**src/hdl/nwd_pkg.sv**
```systemverilog
// package: constants and carrier types for the network wake detector
package nwd_pkg;
	localparam int        NWD_FRAMES     = 4;
	localparam int        NWD_SYNC_LEN   = 6;
	localparam int        NWD_ADDR_REPS  = 16;
	localparam int        NWD_ADDR_BYTES = 6;
	localparam logic [7:0] NWD_SYNC_BYTE = 8'hFF;
	localparam logic [2:0] NWD_CAUSE_LINK    = 3'h1;
	localparam logic [2:0] NWD_CAUSE_FRAME   = 3'h2;
	localparam logic [2:0] NWD_CAUSE_PATTERN = 3'h4;

	typedef enum logic [1:0] {
		NWD_HUNT = 2'b00,
		NWD_SYNC = 2'b01,
		NWD_ADDR = 2'b10,
		NWD_DONE = 2'b11
	} nwd_mstate_type;

	// one received byte from the mac receive path
	typedef struct packed {
		logic       valid;
		logic       sof;
		logic       eof;
		logic       crc_ok;
		logic [7:0] data;
	} nwd_rx_type;

	// software controls
	typedef struct packed {
		logic                  link_wake_en;
		logic                  frame_wake_en;
		logic                  pattern_wake_en;
		logic [NWD_FRAMES-1:0] frame_valid;
		logic [47:0]           station_addr;
	} nwd_ctrl_type;
endpackage

```
**src/hdl/nwd_pattern_match.sv**
```systemverilog
// wake pattern matcher: sync stream followed by repeated station address
`timescale 1ns/100ps
module nwd_pattern_match (
	// clock and reset
	input  wire logic              clock_i,
	input  wire logic              reset_i,
	// receive byte stream, match enable and station address
	input  wire nwd_pkg::nwd_rx_type rx_i,
	input  wire logic              enable_i,
	input  wire logic [47:0]       station_addr_i,
	// result
	output logic                   found_o
);
	import nwd_pkg::*;

	typedef struct packed {
		nwd_mstate_type state;
		logic [2:0]     sync_cnt;
		logic [2:0]     byte_idx;
		logic [4:0]     rep_cnt;
		logic           found;
	} nwd_pm_type;

	nwd_pm_type cur;
	nwd_pm_type next_cur;
	logic [7:0] want;
	logic       is_ff;

	// address sent most significant byte first
	always_comb begin
		want = station_addr_i[8*(NWD_ADDR_BYTES-1-32'(cur.byte_idx)) +: 8];
		is_ff = rx_i.data == NWD_SYNC_BYTE;
	end

	always_comb begin
		next_cur = cur;
		next_cur.found = 1'b0;
		if (rx_i.valid && enable_i) begin
			case (cur.state)
			NWD_HUNT, NWD_SYNC: begin
				// a run of ff longer than six still counts as sync
				if (is_ff) begin
					if (cur.sync_cnt < 3'(NWD_SYNC_LEN))
						next_cur.sync_cnt = cur.sync_cnt + 3'h1;
					next_cur.state = NWD_SYNC;
				end else begin
					next_cur.sync_cnt = 3'h0;
					next_cur.state = NWD_HUNT;
				end
				if (cur.sync_cnt == 3'(NWD_SYNC_LEN) &&
				    rx_i.data == want) begin
					next_cur.state = NWD_ADDR;
					next_cur.byte_idx = 3'h1;
					next_cur.rep_cnt = 5'h0;
				end
			end
			NWD_ADDR: begin
				if (rx_i.data == want) begin
					if (cur.byte_idx == 3'(NWD_ADDR_BYTES-1)) begin
						next_cur.byte_idx = 3'h0;
						next_cur.rep_cnt = cur.rep_cnt + 5'h1;
						if (cur.rep_cnt == 5'(NWD_ADDR_REPS-1))
							next_cur.state = NWD_DONE;
					end else begin
						next_cur.byte_idx = cur.byte_idx + 3'h1;
					end
				end else begin
					next_cur.state = NWD_HUNT;
					next_cur.sync_cnt = is_ff ? 3'h1 : 3'h0;
					next_cur.byte_idx = 3'h0;
				end
			end
			NWD_DONE: begin
				next_cur.state = NWD_DONE;
			end
			default: begin
				next_cur.state = NWD_HUNT;
			end
			endcase
			// the match only stands once the frame check passed
			if (rx_i.eof) begin
				next_cur.found = (cur.state == NWD_DONE) && rx_i.crc_ok;
				next_cur.state = NWD_HUNT;
				next_cur.sync_cnt = 3'h0;
				next_cur.byte_idx = 3'h0;
				next_cur.rep_cnt = 5'h0;
			end
		end
		if (!enable_i || (rx_i.valid && rx_i.sof && !rx_i.eof &&
		    cur.state == NWD_DONE)) begin
			// a stale byte index would aim the next compare at the wrong byte
			next_cur.state = NWD_HUNT;
			next_cur.sync_cnt = 3'h0;
			next_cur.byte_idx = 3'h0;
			next_cur.rep_cnt = 5'h0;
		end
	end

	always_ff @(posedge clock_i) begin
		if (reset_i)
			cur <= '{state: NWD_HUNT, default: '0};
		else
			cur <= next_cur;
	end

	assign found_o = cur.found;
endmodule

```
**src/hdl/nwd_wake_detect.sv**
```systemverilog
// network wake detector top: link, crc frame and pattern sources
`timescale 1ns/100ps
module nwd_wake_detect #(
	parameter int FRAMES = nwd_pkg::NWD_FRAMES
) (
	// clock and reset
	input  wire logic                   clock_i,
	input  wire logic                   reset_i,
	// mac receive path
	input  wire nwd_pkg::nwd_rx_type    rx_i,
	input  wire logic [31:0]            rx_crc_i,
	// link state pin
	input  wire logic                   link_up_i,
	// software controls
	input  wire nwd_pkg::nwd_ctrl_type  ctrl_i,
	input  wire logic [FRAMES*32-1:0]   frame_crc_i,
	input  wire logic                   cause_clear_i,
	// system wake output and status
	output logic                        wake_o,
	output logic [2:0]                  cause_o
);
	import nwd_pkg::*;

	typedef struct packed {
		logic       link_s1;
		logic       link_s2;
		logic       link_prev;
		logic [2:0] settle;
		logic [2:0] cause;
		logic       wake;
	} nwd_top_type;

	nwd_top_type      cur;
	nwd_top_type      next_cur;
	logic [FRAMES-1:0] crc_hit;
	logic             pat_found;
	logic [2:0]       event_vec;

	nwd_pattern_match u_match (
		.clock_i        (clock_i),
		.reset_i        (reset_i),
		.rx_i           (rx_i),
		.enable_i       (ctrl_i.pattern_wake_en),
		.station_addr_i (ctrl_i.station_addr),
		.found_o        (pat_found)
	);

	// each programmed frame compares its crc independently
	for (genvar g = 0; g < FRAMES; g++) begin : g_crc
		assign crc_hit[g] = ctrl_i.frame_valid[g] &&
			rx_crc_i == frame_crc_i[32*g +: 32];
	end

	always_comb begin
		next_cur = cur;
		next_cur.link_s1 = link_up_i;
		next_cur.link_s2 = cur.link_s1;
		next_cur.link_prev = cur.link_s2;
		// sync stages and edge register start at zero, so a pin that is
		// already up at reset would look like a change until all three
		// hold a real pin level
		next_cur.settle = {cur.settle[1:0], 1'b1};
		event_vec = 3'h0;
		if (cur.settle[2] && ctrl_i.link_wake_en &&
		    cur.link_s2 != cur.link_prev)
			event_vec = event_vec | NWD_CAUSE_LINK;
		if (ctrl_i.frame_wake_en && rx_i.valid && rx_i.eof &&
		    rx_i.crc_ok && |crc_hit)
			event_vec = event_vec | NWD_CAUSE_FRAME;
		if (pat_found)
			event_vec = event_vec | NWD_CAUSE_PATTERN;
		// a new event wins over a clear in the same cycle
		if (cause_clear_i)
			next_cur.cause = 3'h0;
		next_cur.cause = next_cur.cause | event_vec;
		next_cur.wake = |next_cur.cause;
	end

	always_ff @(posedge clock_i) begin
		if (reset_i)
			cur <= '0;
		else
			cur <= next_cur;
	end

	assign wake_o = cur.wake;
	assign cause_o = cur.cause;
endmodule

```
**config.mk**
```make
export PLATFORM = sky130hd
export DESIGN_NAME = nwd_wake_detect
export DESIGN_NICKNAME = d
export VERILOG_FILES = /design/src/hdl/nwd_pkg.sv /design/src/hdl/nwd_pattern_match.sv /design/src/hdl/nwd_wake_detect.sv
export SDC_FILE = /design/constraint.sdc
export NUM_CORES = 1
export LEC_CHECK = 0
export BUFFER_PORTS_ARGS = -buffer_cell sky130_fd_sc_hd__buf_4
export CAP_MARGIN = 20
export CELL_PAD_IN_SITES_DETAIL_PLACEMENT = 1
export CELL_PAD_IN_SITES_GLOBAL_PLACEMENT = 1
export CORE_MARGIN = 10
export CORE_UTILIZATION = 30
export CTS_CLUSTER_SIZE = 28
export DETAILED_ROUTE_END_ITERATION = 7
export PLACE_DENSITY_LB_ADDON = 0.25
export REMOVE_ABC_BUFFERS = 1
export SYNTH_ARGS = -nofsm -noshare
export SYNTH_HDL_FRONTEND = slang
export SYNTH_HIERARCHICAL = 1
export SYNTH_SLANG_ARGS = --single-unit
```
**constraint.sdc**
```tcl
create_clock -name clock_i -period 4.5 [get_ports clock_i]
set_input_delay 0.225 -clock clock_i [delete_from_list [all_inputs] [get_ports clock_i]]
set_output_delay 0.225 -clock clock_i [all_outputs]
set_load 0.05 [all_outputs]
```
==> results of run 1 <==
how the worst max path moves through the flow:
stage | cells past startpoint | to | slack [ns]
2_1_floorplan | 10 | u_match/cur[3] | 1.01
6_report | 10 | u_match/cur[4] | 0.43
4_1_cts | 10 | u_match/cur[4] | 0.42
3_5_place_dp | 10 | u_match/cur[4] | 0.44
3_3_place_gp | 10 | u_match/cur[3] | 0.55
5_1_grt | 10 | u_match/cur[4] | 0.17
logic make-up (layout without fill, tap and decap cells):
logic type / Yosys count / in the layout / share of synthesized area, %
flops: 24 / 24 / 15.2
fa+ha+maj: 7 / 7 / 2.78
mux: 27 / 27 / 9.75
buf+inv: 19 / 248 / 3.17
xor+xnor: 137 / 137 / 38.0
compound gates: 41 / 41 / 10.2
simple gates: 119 / 119 / 20.9
synthesized netlist by cell type, types with 3 or more instances:
library cell	instances
mux2_2	21
ha_1	7
nand4_1	7
nor2b_1	6
inv_1	8
xor2_1	126
nor3b_1	4
dfxtp_1	24
nor4_1	30
o21ai_0	5
a21oi_1	8
and3_1	3
xnor2_1	11
buf_4	3
nand2_1	12
nor2_1	16
a222oi_1	7
nor3_1	14
a31o_2	3
clkbuf_1	3
nand3_1	17
mux2i_1	3
layout by cell type, fill, tap and decap left out, drive strengths merged, types with 2 or more instances in the layout:
cell type,netlist,layout
a21oi,8,8
a222oi,7,7
a31o,4,4
and3,3,3
buf,8,236
clkbuf,3,3
dfxtp,24,24
ha,7,7
inv,8,8
mux2,24,24
mux2i,3,3
nand2,12,12
nand2b,2,2
nand3,17,17
nand3b,2,2
nand4,7,7
nor2,16,16
nor2b,6,6
nor3,14,14
nor3b,5,5
nor4,30,30
o211ai,2,2
o21ai,6,6
o22ai,3,3
o32ai,2,2
or2,2,2
xnor2,11,11
xor2,126,126
power groups by stage:
| stage | registers, uW | clock network (uW) | logic, uW |
|---|---|---|---|
| 6_report | 216 | 191 | 342 |
| 2_1_floorplan | 221 | 0 | 119 |
| 3_5_place_dp | 221 | 0 | 342 |
| 5_1_grt | 217 | 202 | 371 |
| 4_1_cts | 216 | 196 | 345 |
| 3_3_place_gp | 221 | 0 | 335 |
registers in the layout, summed over array words and instances (netlist names):
register / cells
u_match/cur: 13
u_match/found_o: 1
cur: 6
wake_o: 1
cause_o: 3
final cells by class:
| class | count | area share, % |
|---|---|---|
| well taps | 136 | 3.34 |
| flip-flops and latches | 24 | 9.42 |
| multi-input cells | 331 | 50.5 |
| inverters | 8 | 0.589 |
| repair buffers | 236 | 34.7 |
| clock buffers | 3 | 0.810 |
| clock inverters | 1 | 0.589 |
metal layers:
| metal | part of all wire [%] | wire, um |
|---|---|---|
| met5 | 0 | 0 |
| met4 | 1.7 | 282 |
| met3 | 8.2 | 1330 |
| met2 | 52 | 8410 |
| met1 | 38 | 6170 |
per-stage QoR:
step                      cell area [um2]  hold slack (ns)  utilization, %  std cells
after global placement               5030            0.417            48.9        735
after global routing                 5100            0.172            49.6        739
after detailed placement             5030            0.431            48.9        735
after CTS                            5100            0.164            49.6        739
after floorplan                      3090            0.297               -        363
final                                5100            0.171            49.6        739
critical path, delay by kind of cell, from the launching register on:
kind	cells	cell delay [ns]
compound gates	2	0.36
xor+xnor	1	0.17
fa+ha+maj	1	0.47
buf+inv	1	0.09
flops	1	0.43
simple gates	5	2.49
==> out/qor.csv, run 1 <==
metric,value,unit
Vias/cell,5.08,
Post-Syn Instances,374,
Setup crit start,u_match/cur[7],
number of synthesized flops with an enable pin,0,
crit path max fanout,12,
clk_skew,0.00268,ns
R2R Setup Slk,0.43,ns
Syn Area/Cell,8.44,um2
Final period util,90.5,%
GRT Max-Usage Layer,met2,
cell-internal power,537,uW
outcome,completed,
endpoints failing setup,0,
setup ws final,0.428,ns
die width,123,um
met1 Track Usage GR,21.0,%
max cap viols,0,
number of global-route vias before repair,4107,
RSZ-0062 raised after global routing,no,
post-layout min period,4.07,ns
post-synthesis sequential area ratio,15.2,%
H-tree lvl count,1,
DRT iter0 DRCs,164,
Vias,3751,
CTS Buffer Depth,2,
area of the multi-input gates,2570,um2
Clock Power Share,25.5,%
post-CTS setup buffer count,0,
Yosys reg bits,24,
CP Class,reg -> reg,
first-pass GRT wire length,23.6,mm
Yosys top cell by area,xor2_1,
Net Sw Frac,28.3,%
Hold/Removal Path Class,in -> reg,
crit-path cells,inv_1 > ha_1 > nor3b_1 > a222oi_1 > xnor2_1 > nor4_1 > nand4b_1 > or4_4 > nor3_1 > a31o_2,
share of cells above drive strength 1,45.4,%
hold_buf cts,0,
Post-Route WL,16.2,mm
initial core utilization,30.7,%
Min-Delay Endpoint,cause_o[1],
RR Endpoint,u_match/cur[4],
CTS root buffer,clkbuf_8,
port buffer count,234,
nets,842,
antenna violations before repair,0,
CP max stage delay,0.80,ns
combinational power share,45.7,%
Critical Path AT,4.29,ns
maximum vdd drop,127,uV
Max Clk Rate,246,MHz
Total GRT Usage,20.2,%
Worst Path Required,4.72,ns
final antenna-violating net count,0,
Area contributors post-synth,"xor2_1, dfxtp_1, mux2_2",
register area,480,um2
hold depth,2,
crit end category,flop,
largest net degree at the start of global routing,18,
type of origin of the critical path,flop,
diodes inserted,0,
RR Startpoint,u_match/cur[7],
DR WL/cell,21.9,um
Reg power frac,28.9,%
power density over the cells,147,nW/um2
Async SR Flop Fraction,0,%
GPL Wtd Cong,0.959,
Pleak,0.00234,uW
Switch Pwr,213,uW
drt drc,0,
Worst-Margin Slew,0.894,ns
CTS buffer count,3,
setup total negative slack,0,ns
Final Hold Viols,0,
GRT met2 Usage,39.0,%
"CTS clk-pin slew, worst paths",0.09,ns
post-synth cell types,49,
post-CTS resize count,0,
clk sinks,24,
Die Ht,123,um
GRT met3 Usage,6.24,%
Site Rows,37,
Syn-to-layout area delta,61.6,%
slowest CP cell,nor3b_1,
HP Start,cause_clear_i,
TritonCTS clock tree,done,
Ys Warns,6,
Post-Place Setup Slack,0.441,ns
predominant post-synthesis flop cell,dfxtp_1,
total chip power,750,uW
Slew Limit Fails,0,
Max-slew headroom,40.3,%
post-DP HPWL,14.4,mm
Die Area,15000,um2
synthesized area,3160,um2
Layout fillers,1275,
DR pass1 iterations,5,
worst skew pair latency,0.26,ns
# IOs,235,
R2R depth,10,
area of the core,10300,um2
GRT overflow,0,
post-synth top area share,35.0,%
(Power assumes the default switching activity.)
==> inputs of run 2 (changes only) <==
--- a/config.mk
+++ b/config.mk
@@ -15,6 +15,7 @@
 export DETAILED_ROUTE_END_ITERATION = 7
 export PLACE_DENSITY_LB_ADDON = 0.25
 export REMOVE_ABC_BUFFERS = 1
+export SLEW_MARGIN = 10
 export SYNTH_ARGS = -nofsm -noshare
 export SYNTH_HDL_FRONTEND = slang
 export SYNTH_HIERARCHICAL = 1
==> constraint.sdc (replaced) <==
create_clock -name clock_i -period 4.8 [get_ports clock_i]
set_input_delay 0.24 -clock clock_i [delete_from_list [all_inputs] [get_ports clock_i]]
set_output_delay 0.24 -clock clock_i [all_outputs]
set_load 0.05 [all_outputs]
==> run 2 against run 1 <==
  * Wire length about the same
  * Largest cell class unchanged
  * Clock skew up 0.0074 ns
  * Combinational power down 6.1%
  * Global-route usage up 0.21 points
  * Die area unchanged
==> out/qor.csv, run 2 (synthesis gave the netlist of run 1 again) <==
metric,value,unit,change
outcome,completed,,
GPL Wtd Cong,0.946,,-1.3%
crit path max fanout,17,,+5
Worst-Margin Slew,0.966,ns,+0.0727 ns
port buffer count,234,,unchanged
crit path buf inv count,1,,unchanged
Site Rows,37,,unchanged
setup total negative slack,0,ns,unchanged
power density over the cells,138,nW/um2,-6.1%
Max-slew headroom,35.4,%,-4.9 points
Post-Route WL,16.2,mm,about the same
post-layout min period,4.25,ns,+0.178 ns
clk sinks,24,,unchanged
number of global-route vias before repair,4188,,+2.0%
"CTS clk-pin slew, worst paths",0.09,ns,about the same
CTS root buffer,clkbuf_8,,
Setup crit start,u_match/cur[7],,
largest net degree at the start of global routing,18,,unchanged
largest reg by FF count,u_match/cur,,
RSZ-0062 raised after global routing,no,,
Largest register FFs,13,,unchanged
area of the core,10300,um2,unchanged
post-DP HPWL,14.4,mm,about the same
Final Hold Viols,0,,unchanged
Area after DPL,5020,um2,-0.15%
Hold/Removal Path Class,in -> reg,,
post-CTS resize count,0,,unchanged
Final period util,88.6,%,-1.9 points
H-tree lvl count,1,,unchanged
maximum vdd drop,102,uV,-20%
crit end category,flop,,
DR pass1 iterations,4,,-1
TritonCTS clock tree,done,,
CTS Buffer Depth,2,,unchanged
Die Ht,123,um,unchanged
hold_buf cts,0,,unchanged
DRT iter0 DRCs,130,,-21%
Max Clk Rate,235,MHz,-4.2%
clk_skew,0.0100,ns,+0.00735 ns
cell area after layout,5090,um2,-0.15%
slowest CP cell,nor3b_1,,
Vias,3727,,-0.64%
Vias/cell,5.05,,-0.51%
Worst Path Required,5.02,ns,+0.30 ns
CTS buffer count,3,,unchanged
post-CTS setup buffer count,0,,unchanged
register area,480,um2,unchanged
first-pass GRT wire length,24.0,mm,+1.5%
nets,841,,-0.12%
fin util,49.5,%,-0.073 points
antenna violations before repair,0,,unchanged
crit-path cells,inv_1 > ha_1 > nor3b_1 > a222oi_1 > xnor2_1 > nor4_1 > nand4b_1 > or4_4 > nor3_1 > a31o_2,,
Critical Path AT,4.47,ns,+0.18 ns
hold depth,2,,unchanged
total chip power,703,uW,-6.2%
"commonest non-fill, non-tap cells in the layout","buf_4, xor2_1, nor4_1",,
diodes inserted,0,,unchanged
max cap viols,0,,unchanged
"CP delay by family, top",simple AND/OR/NAND/NOR gates,,
CP Class,reg -> reg,,
Total GRT Usage,20.4,%,+0.21 points
RR Startpoint,u_match/cur[7],,
type of origin of the critical path,flop,,
Crit path depth,10,,unchanged
worst skew pair latency,0.27,ns,about the same
initial core utilization,30.7,%,unchanged
final antenna-violating net count,0,,unchanged
"most common cell after layout, fill and taps aside",buf_4,,
CP max stage delay,0.84,ns,+0.04 ns
die width,123,um,unchanged
R2R depth,10,,unchanged
HP Start,cause_clear_i,,
# IOs,235,,unchanged
GRT overflow,0,,unchanged
endpoints failing setup,0,,unchanged
drt drc,0,,unchanged
Pleak,0.00234,uW,-0.18%
area of the multi-input gates,2570,um2,unchanged
Slew Limit Fails,0,,unchanged
Layout fillers,1289,,+1.1%
Die Area,15000,um2,unchanged
DR WL/cell,22.0,um,+0.16%
share of cells above drive strength 1,45.3,%,-0.091 points
Syn-to-layout area delta,61.3,%,
==> run 2: changes by cell type in the layout (fill, tap and decap cells not counted) <==
cell / before / now
buf_4: 236 / 235
==> run 2: final timing paths <==
| path | endpoint | slack (ns) |
|---|---|---|
| max | u_match/cur[4] | 0.55 |
| min | cause_o[1] | 0.18 |
| max reg2reg | u_match/cur[4] | 0.55 |
| min reg2reg | cur[5] | 0.45 |
==> run 2: metrics by stage <==
step	hold slack, ns	setup WS [ns]	instances
floorplan	0.312	1.31	363
global placement	0.419	0.703	734
detailed placement	0.427	0.479	734
CTS	0.172	0.461	738
global route	0.180	0.149	738
finish	0.178	0.549	738
==> run 2: final cells by class <==
type	count	share of cell area, %
Multi-Input combinational cell	331	50.6
Timing Repair Buffer	235	34.7
Clock buffer	3	0.811
Tap cell	136	3.34
Inverter	8	0.590
Clock inverter	1	0.590
Sequential cell	24	9.44
==> run 2: worst reg2reg max path, delay by kind of cell (launching register included) <==
kind | cells | cell delay, ns
AND/OR/NAND/NOR | 5 | 2.55
adder cells (fa/ha/maj) | 1 | 0.58
flip-flops | 1 | 0.42
AO/OA/AOI/OAI | 2 | 0.37
XOR/XNOR | 1 | 0.19
buffers and inverters | 1 | 0.10
==> run 2: per-layer routing <==
metal	global-route usage, %	vias to the layer above	part of all wire [%]
met5	0	-	0
met1	21.1	1726	38
met2	38.8	171	51
met3	5.65	30	7.6
met4	6.48	0	2.9
li1	-	1800	-
==> run 2: power by group <==
part / switching, uW / internal, uW
clock network: 68.3 / 112
logic: 130 / 191
registers: 0.787 / 201
total: 200 / 504
==> inputs of run 3 (changes only) <==
--- a/config.mk
+++ b/config.mk
@@ -10,7 +10,7 @@
 export CELL_PAD_IN_SITES_DETAIL_PLACEMENT = 1
 export CELL_PAD_IN_SITES_GLOBAL_PLACEMENT = 1
 export CORE_MARGIN = 10
-export CORE_UTILIZATION = 30
+export CORE_UTILIZATION = 31
 export CTS_CLUSTER_SIZE = 28
 export DETAILED_ROUTE_END_ITERATION = 7
 export PLACE_DENSITY_LB_ADDON = 0.25
@@ -18,5 +18,4 @@
 export SLEW_MARGIN = 10
 export SYNTH_ARGS = -nofsm -noshare
 export SYNTH_HDL_FRONTEND = slang
-export SYNTH_HIERARCHICAL = 1
 export SYNTH_SLANG_ARGS = --single-unit
==> run 3 against run 2 <==
  * Synthesized area increased by 3.1%
  * Maximum frequency increased by 15%
  * Wire length up 5.0%
  * Synthesized cell count up 1.9%
  * Sequential power about the same
  * Clock skew is essentially flat
  * Highest routed layer unchanged
==> out/qor.csv, run 3 <==
metric,value,unit,change
post-synthesis sequential area ratio,14.8,%,-0.46 points
RR Endpoint,u_match.cur[8],,
share of cells above drive strength 1,44.1,%,-1.3 points
post-synth top area share,29.9,%,-5.1 points
register area,480,um2,unchanged
Final Hold Viols,0,,unchanged
die width,122,um,about the same
RSZ-0062 raised after global routing,no,,
crit path max fanout,17,,unchanged
crit-path cells,inv_1 > ha_1 > mux2_2 > a222oi_1 > xnor2_1 > a2111oi_2 > nand2_2 > or4_1 > o311ai_1,,
Max-slew headroom,36.5,%,+1.0 points
clk sinks,24,,unchanged
R2R Setup Slk,1.10,ns,+0.55 ns
Ys Warns,0,,-6
endpoints failing setup,0,,unchanged
Vias/cell,5.23,,+3.7%
Slew Limit Fails,0,,unchanged
post-CTS setup buffer count,0,,unchanged
power density over the cells,140,nW/um2,+1.0%
GRT overflow,0,,unchanged
post-CTS resize count,0,,unchanged
predominant post-synthesis flop cell,dfxtp_1,,
area of the core,10300,um2,unchanged
H-tree lvl count,1,,unchanged
DR pass1 iterations,4,,unchanged
diodes inserted,0,,unchanged
Die Area,15000,um2,-0.16%
"top cells by count, synth","xor2_1, nor4_1, dfxtp_1, nand2_1, xnor2_1",,
largest reg by FF count,u_match.cur,,
Largest register FFs,13,,unchanged
post-DP HPWL,15.0,mm,+4.1%
TritonCTS clock tree,done,,
Hold/Removal Path Class,in -> reg,,
maximum vdd drop,79.6,uV,-22%
Vias,3905,,+4.8%
type of origin of the critical path,flop,,
CP Class,reg -> reg,,
area of the multi-input gates,2660,um2,+3.2%
largest net degree at the start of global routing,18,,unchanged
Worst Path Required,4.98,ns,-0.04 ns
Final period util,77.0,%,-12 points
CP max stage delay,0.78,ns,-0.06 ns
crit path buf inv count,1,,unchanged
nets,849,,+0.95%
most common cell in the netlist,xor2_1,,
slowest CP cell,ha_1,,
Pleak,0.00233,uW,-0.17%
"CTS clk-pin slew, worst paths",0.10,ns,about the same
CTS buffer count,3,,unchanged
final antenna-violating net count,0,,unchanged
setup total negative slack,0,ns,unchanged
number of synthesized flops with an enable pin,0,,unchanged
synthesized area,3250,um2,+3.1%
Yosys top cell by area,xor2_1,,
Setup crit start,u_match.cur[7],,
Crit path depth,9,,-1
Layout fillers,1270,,-1.5%
drt drc,0,,unchanged
Total GRT Usage,21.4,%,+1.0 points
initial core utilization,31.7,%,+0.96 points
clk_skew,0.0105,ns,+0.000478 ns
max cap viols,0,,unchanged
Syn-to-layout area delta,59.4,%,
cell area after layout,5190,um2,+1.9%
Area after DPL,5120,um2,+1.9%
Die Ht,122,um,about the same
# IOs,235,,unchanged
"most common cell after layout, fill and taps aside",buf_4,,
Syn Area/Cell,8.54,um2,+1.2%
Critical Path AT,3.88,ns,-0.59 ns
worst setup path endpoint,u_match.cur[8],,
"commonest non-fill, non-tap cells in the layout","buf_4, xor2_1, nor4_1",,
first-pass GRT wire length,25.0,mm,+4.4%
hold_buf cts,0,,unchanged
R2R depth,9,,-1
Yosys reg bits,24,,unchanged
DRT iter0 DRCs,154,,+18%
"CP delay by family, top",compound AO/OA/AOI/OAI gates,,
number of global-route vias before repair,4338,,+3.6%
Worst-Margin Slew,0.945,ns,-0.0209 ns
GPL Wtd Cong,0.916,,-3.2%
Max Clk Rate,270,MHz,+15%
Site Rows,37,,unchanged
post-synth cell types,53,,+8.2%
Area contributors post-synth,"xor2_1, dfxtp_1, mux2_2",,
DR WL/cell,22.8,um,+3.9%
crit end category,flop,,
antenna violations before repair,0,,unchanged
CTS Buffer Depth,2,,unchanged
RR Startpoint,u_match.cur[7],,
outcome,completed,,
Async SR Flop Fraction,0,%,unchanged
CTS root buffer,clkbuf_8,,
port buffer count,234,,unchanged
worst skew pair latency,0.28,ns,about the same
post-layout min period,3.70,ns,-0.552 ns
Post-Route WL,17.0,mm,+5.0%
Post-Syn Instances,381,,+1.9%
-- run 3: changes by cell type after synthesis, sizes merged, moves of 4 or more --
cell / change
xor2: -15
nand2: +13
a31oi: +4
a31o: -4
nand3: -4
nor2: -10
inv: +4
xnor2: +12
-- run 3: final cells by class --
type	count	share of cell area, %
repair buffers	235	34.0
flip-flops and latches	24	9.26
clock buffers	3	0.796
clock inverters	1	0.579
inverters	12	0.868
well taps	136	3.28
multi-input cells	335	51.2
-- run 3: worst min-delay path by stage --
stage / start / slack, ns / endpoint / cells after the start
3_5_place_dp: cur[4] / 0.44 / cur[5] / 1
2_1_floorplan: reset_i / 0.31 / wake_o / 1
4_1_cts: reset_i / 0.20 / wake_o / 2
5_1_grt: link_up_i / 0.20 / cur[9] / 2
6_report: link_up_i / 0.20 / cur[9] / 2
3_3_place_gp: cur[4] / 0.42 / cur[5] / 1
-- run 3: where the power goes --
group,internal (uW),switching [uW],leakage [uW]
registers,202,1.15,0.000195
clock network,112,71.8,0.0000357
logic,194,144,0.00210
total,507,217,0.00233
-- run 3: kinds of logic (layout without fill, tap and decap cells) --
logic type	Yosys count	after routing	share of synthesized area, %
XOR/XNOR	134	134	36.1
buffers and inverters	22	251	3.58
AND/OR/NAND/NOR	118	118	20.7
multiplexers	28	28	9.96
AO/OA/AOI/OAI	48	48	12.3
adder cells (fa/ha/maj)	7	7	2.69
flip-flops	24	24	14.8
-- run 3: stage by stage --
stage / setup slack, ns / total power [uW] / std cells / utilization [%] / hold slack [ns]
after floorplan: 1.53 / 328 / 371 / - / 0.309
after global placement: 1.32 / 536 / 742 / 49.8 / 0.418
after detailed placement: 1.14 / 544 / 742 / 49.8 / 0.436
after CTS: 1.11 / 729 / 746 / 50.5 / 0.197
after global routing: 0.821 / 761 / 746 / 50.5 / 0.204
final: 1.10 / 724 / 746 / 50.5 / 0.202
-- run 3: layer usage --
metal	global-route usage, %	vias up	routed length (um)
li1	-	1842	-
met1	21.5	1848	6300
met3	6.84	30	1420
met2	41.0	185	8830
met5	0	-	0
met4	6.63	0	457
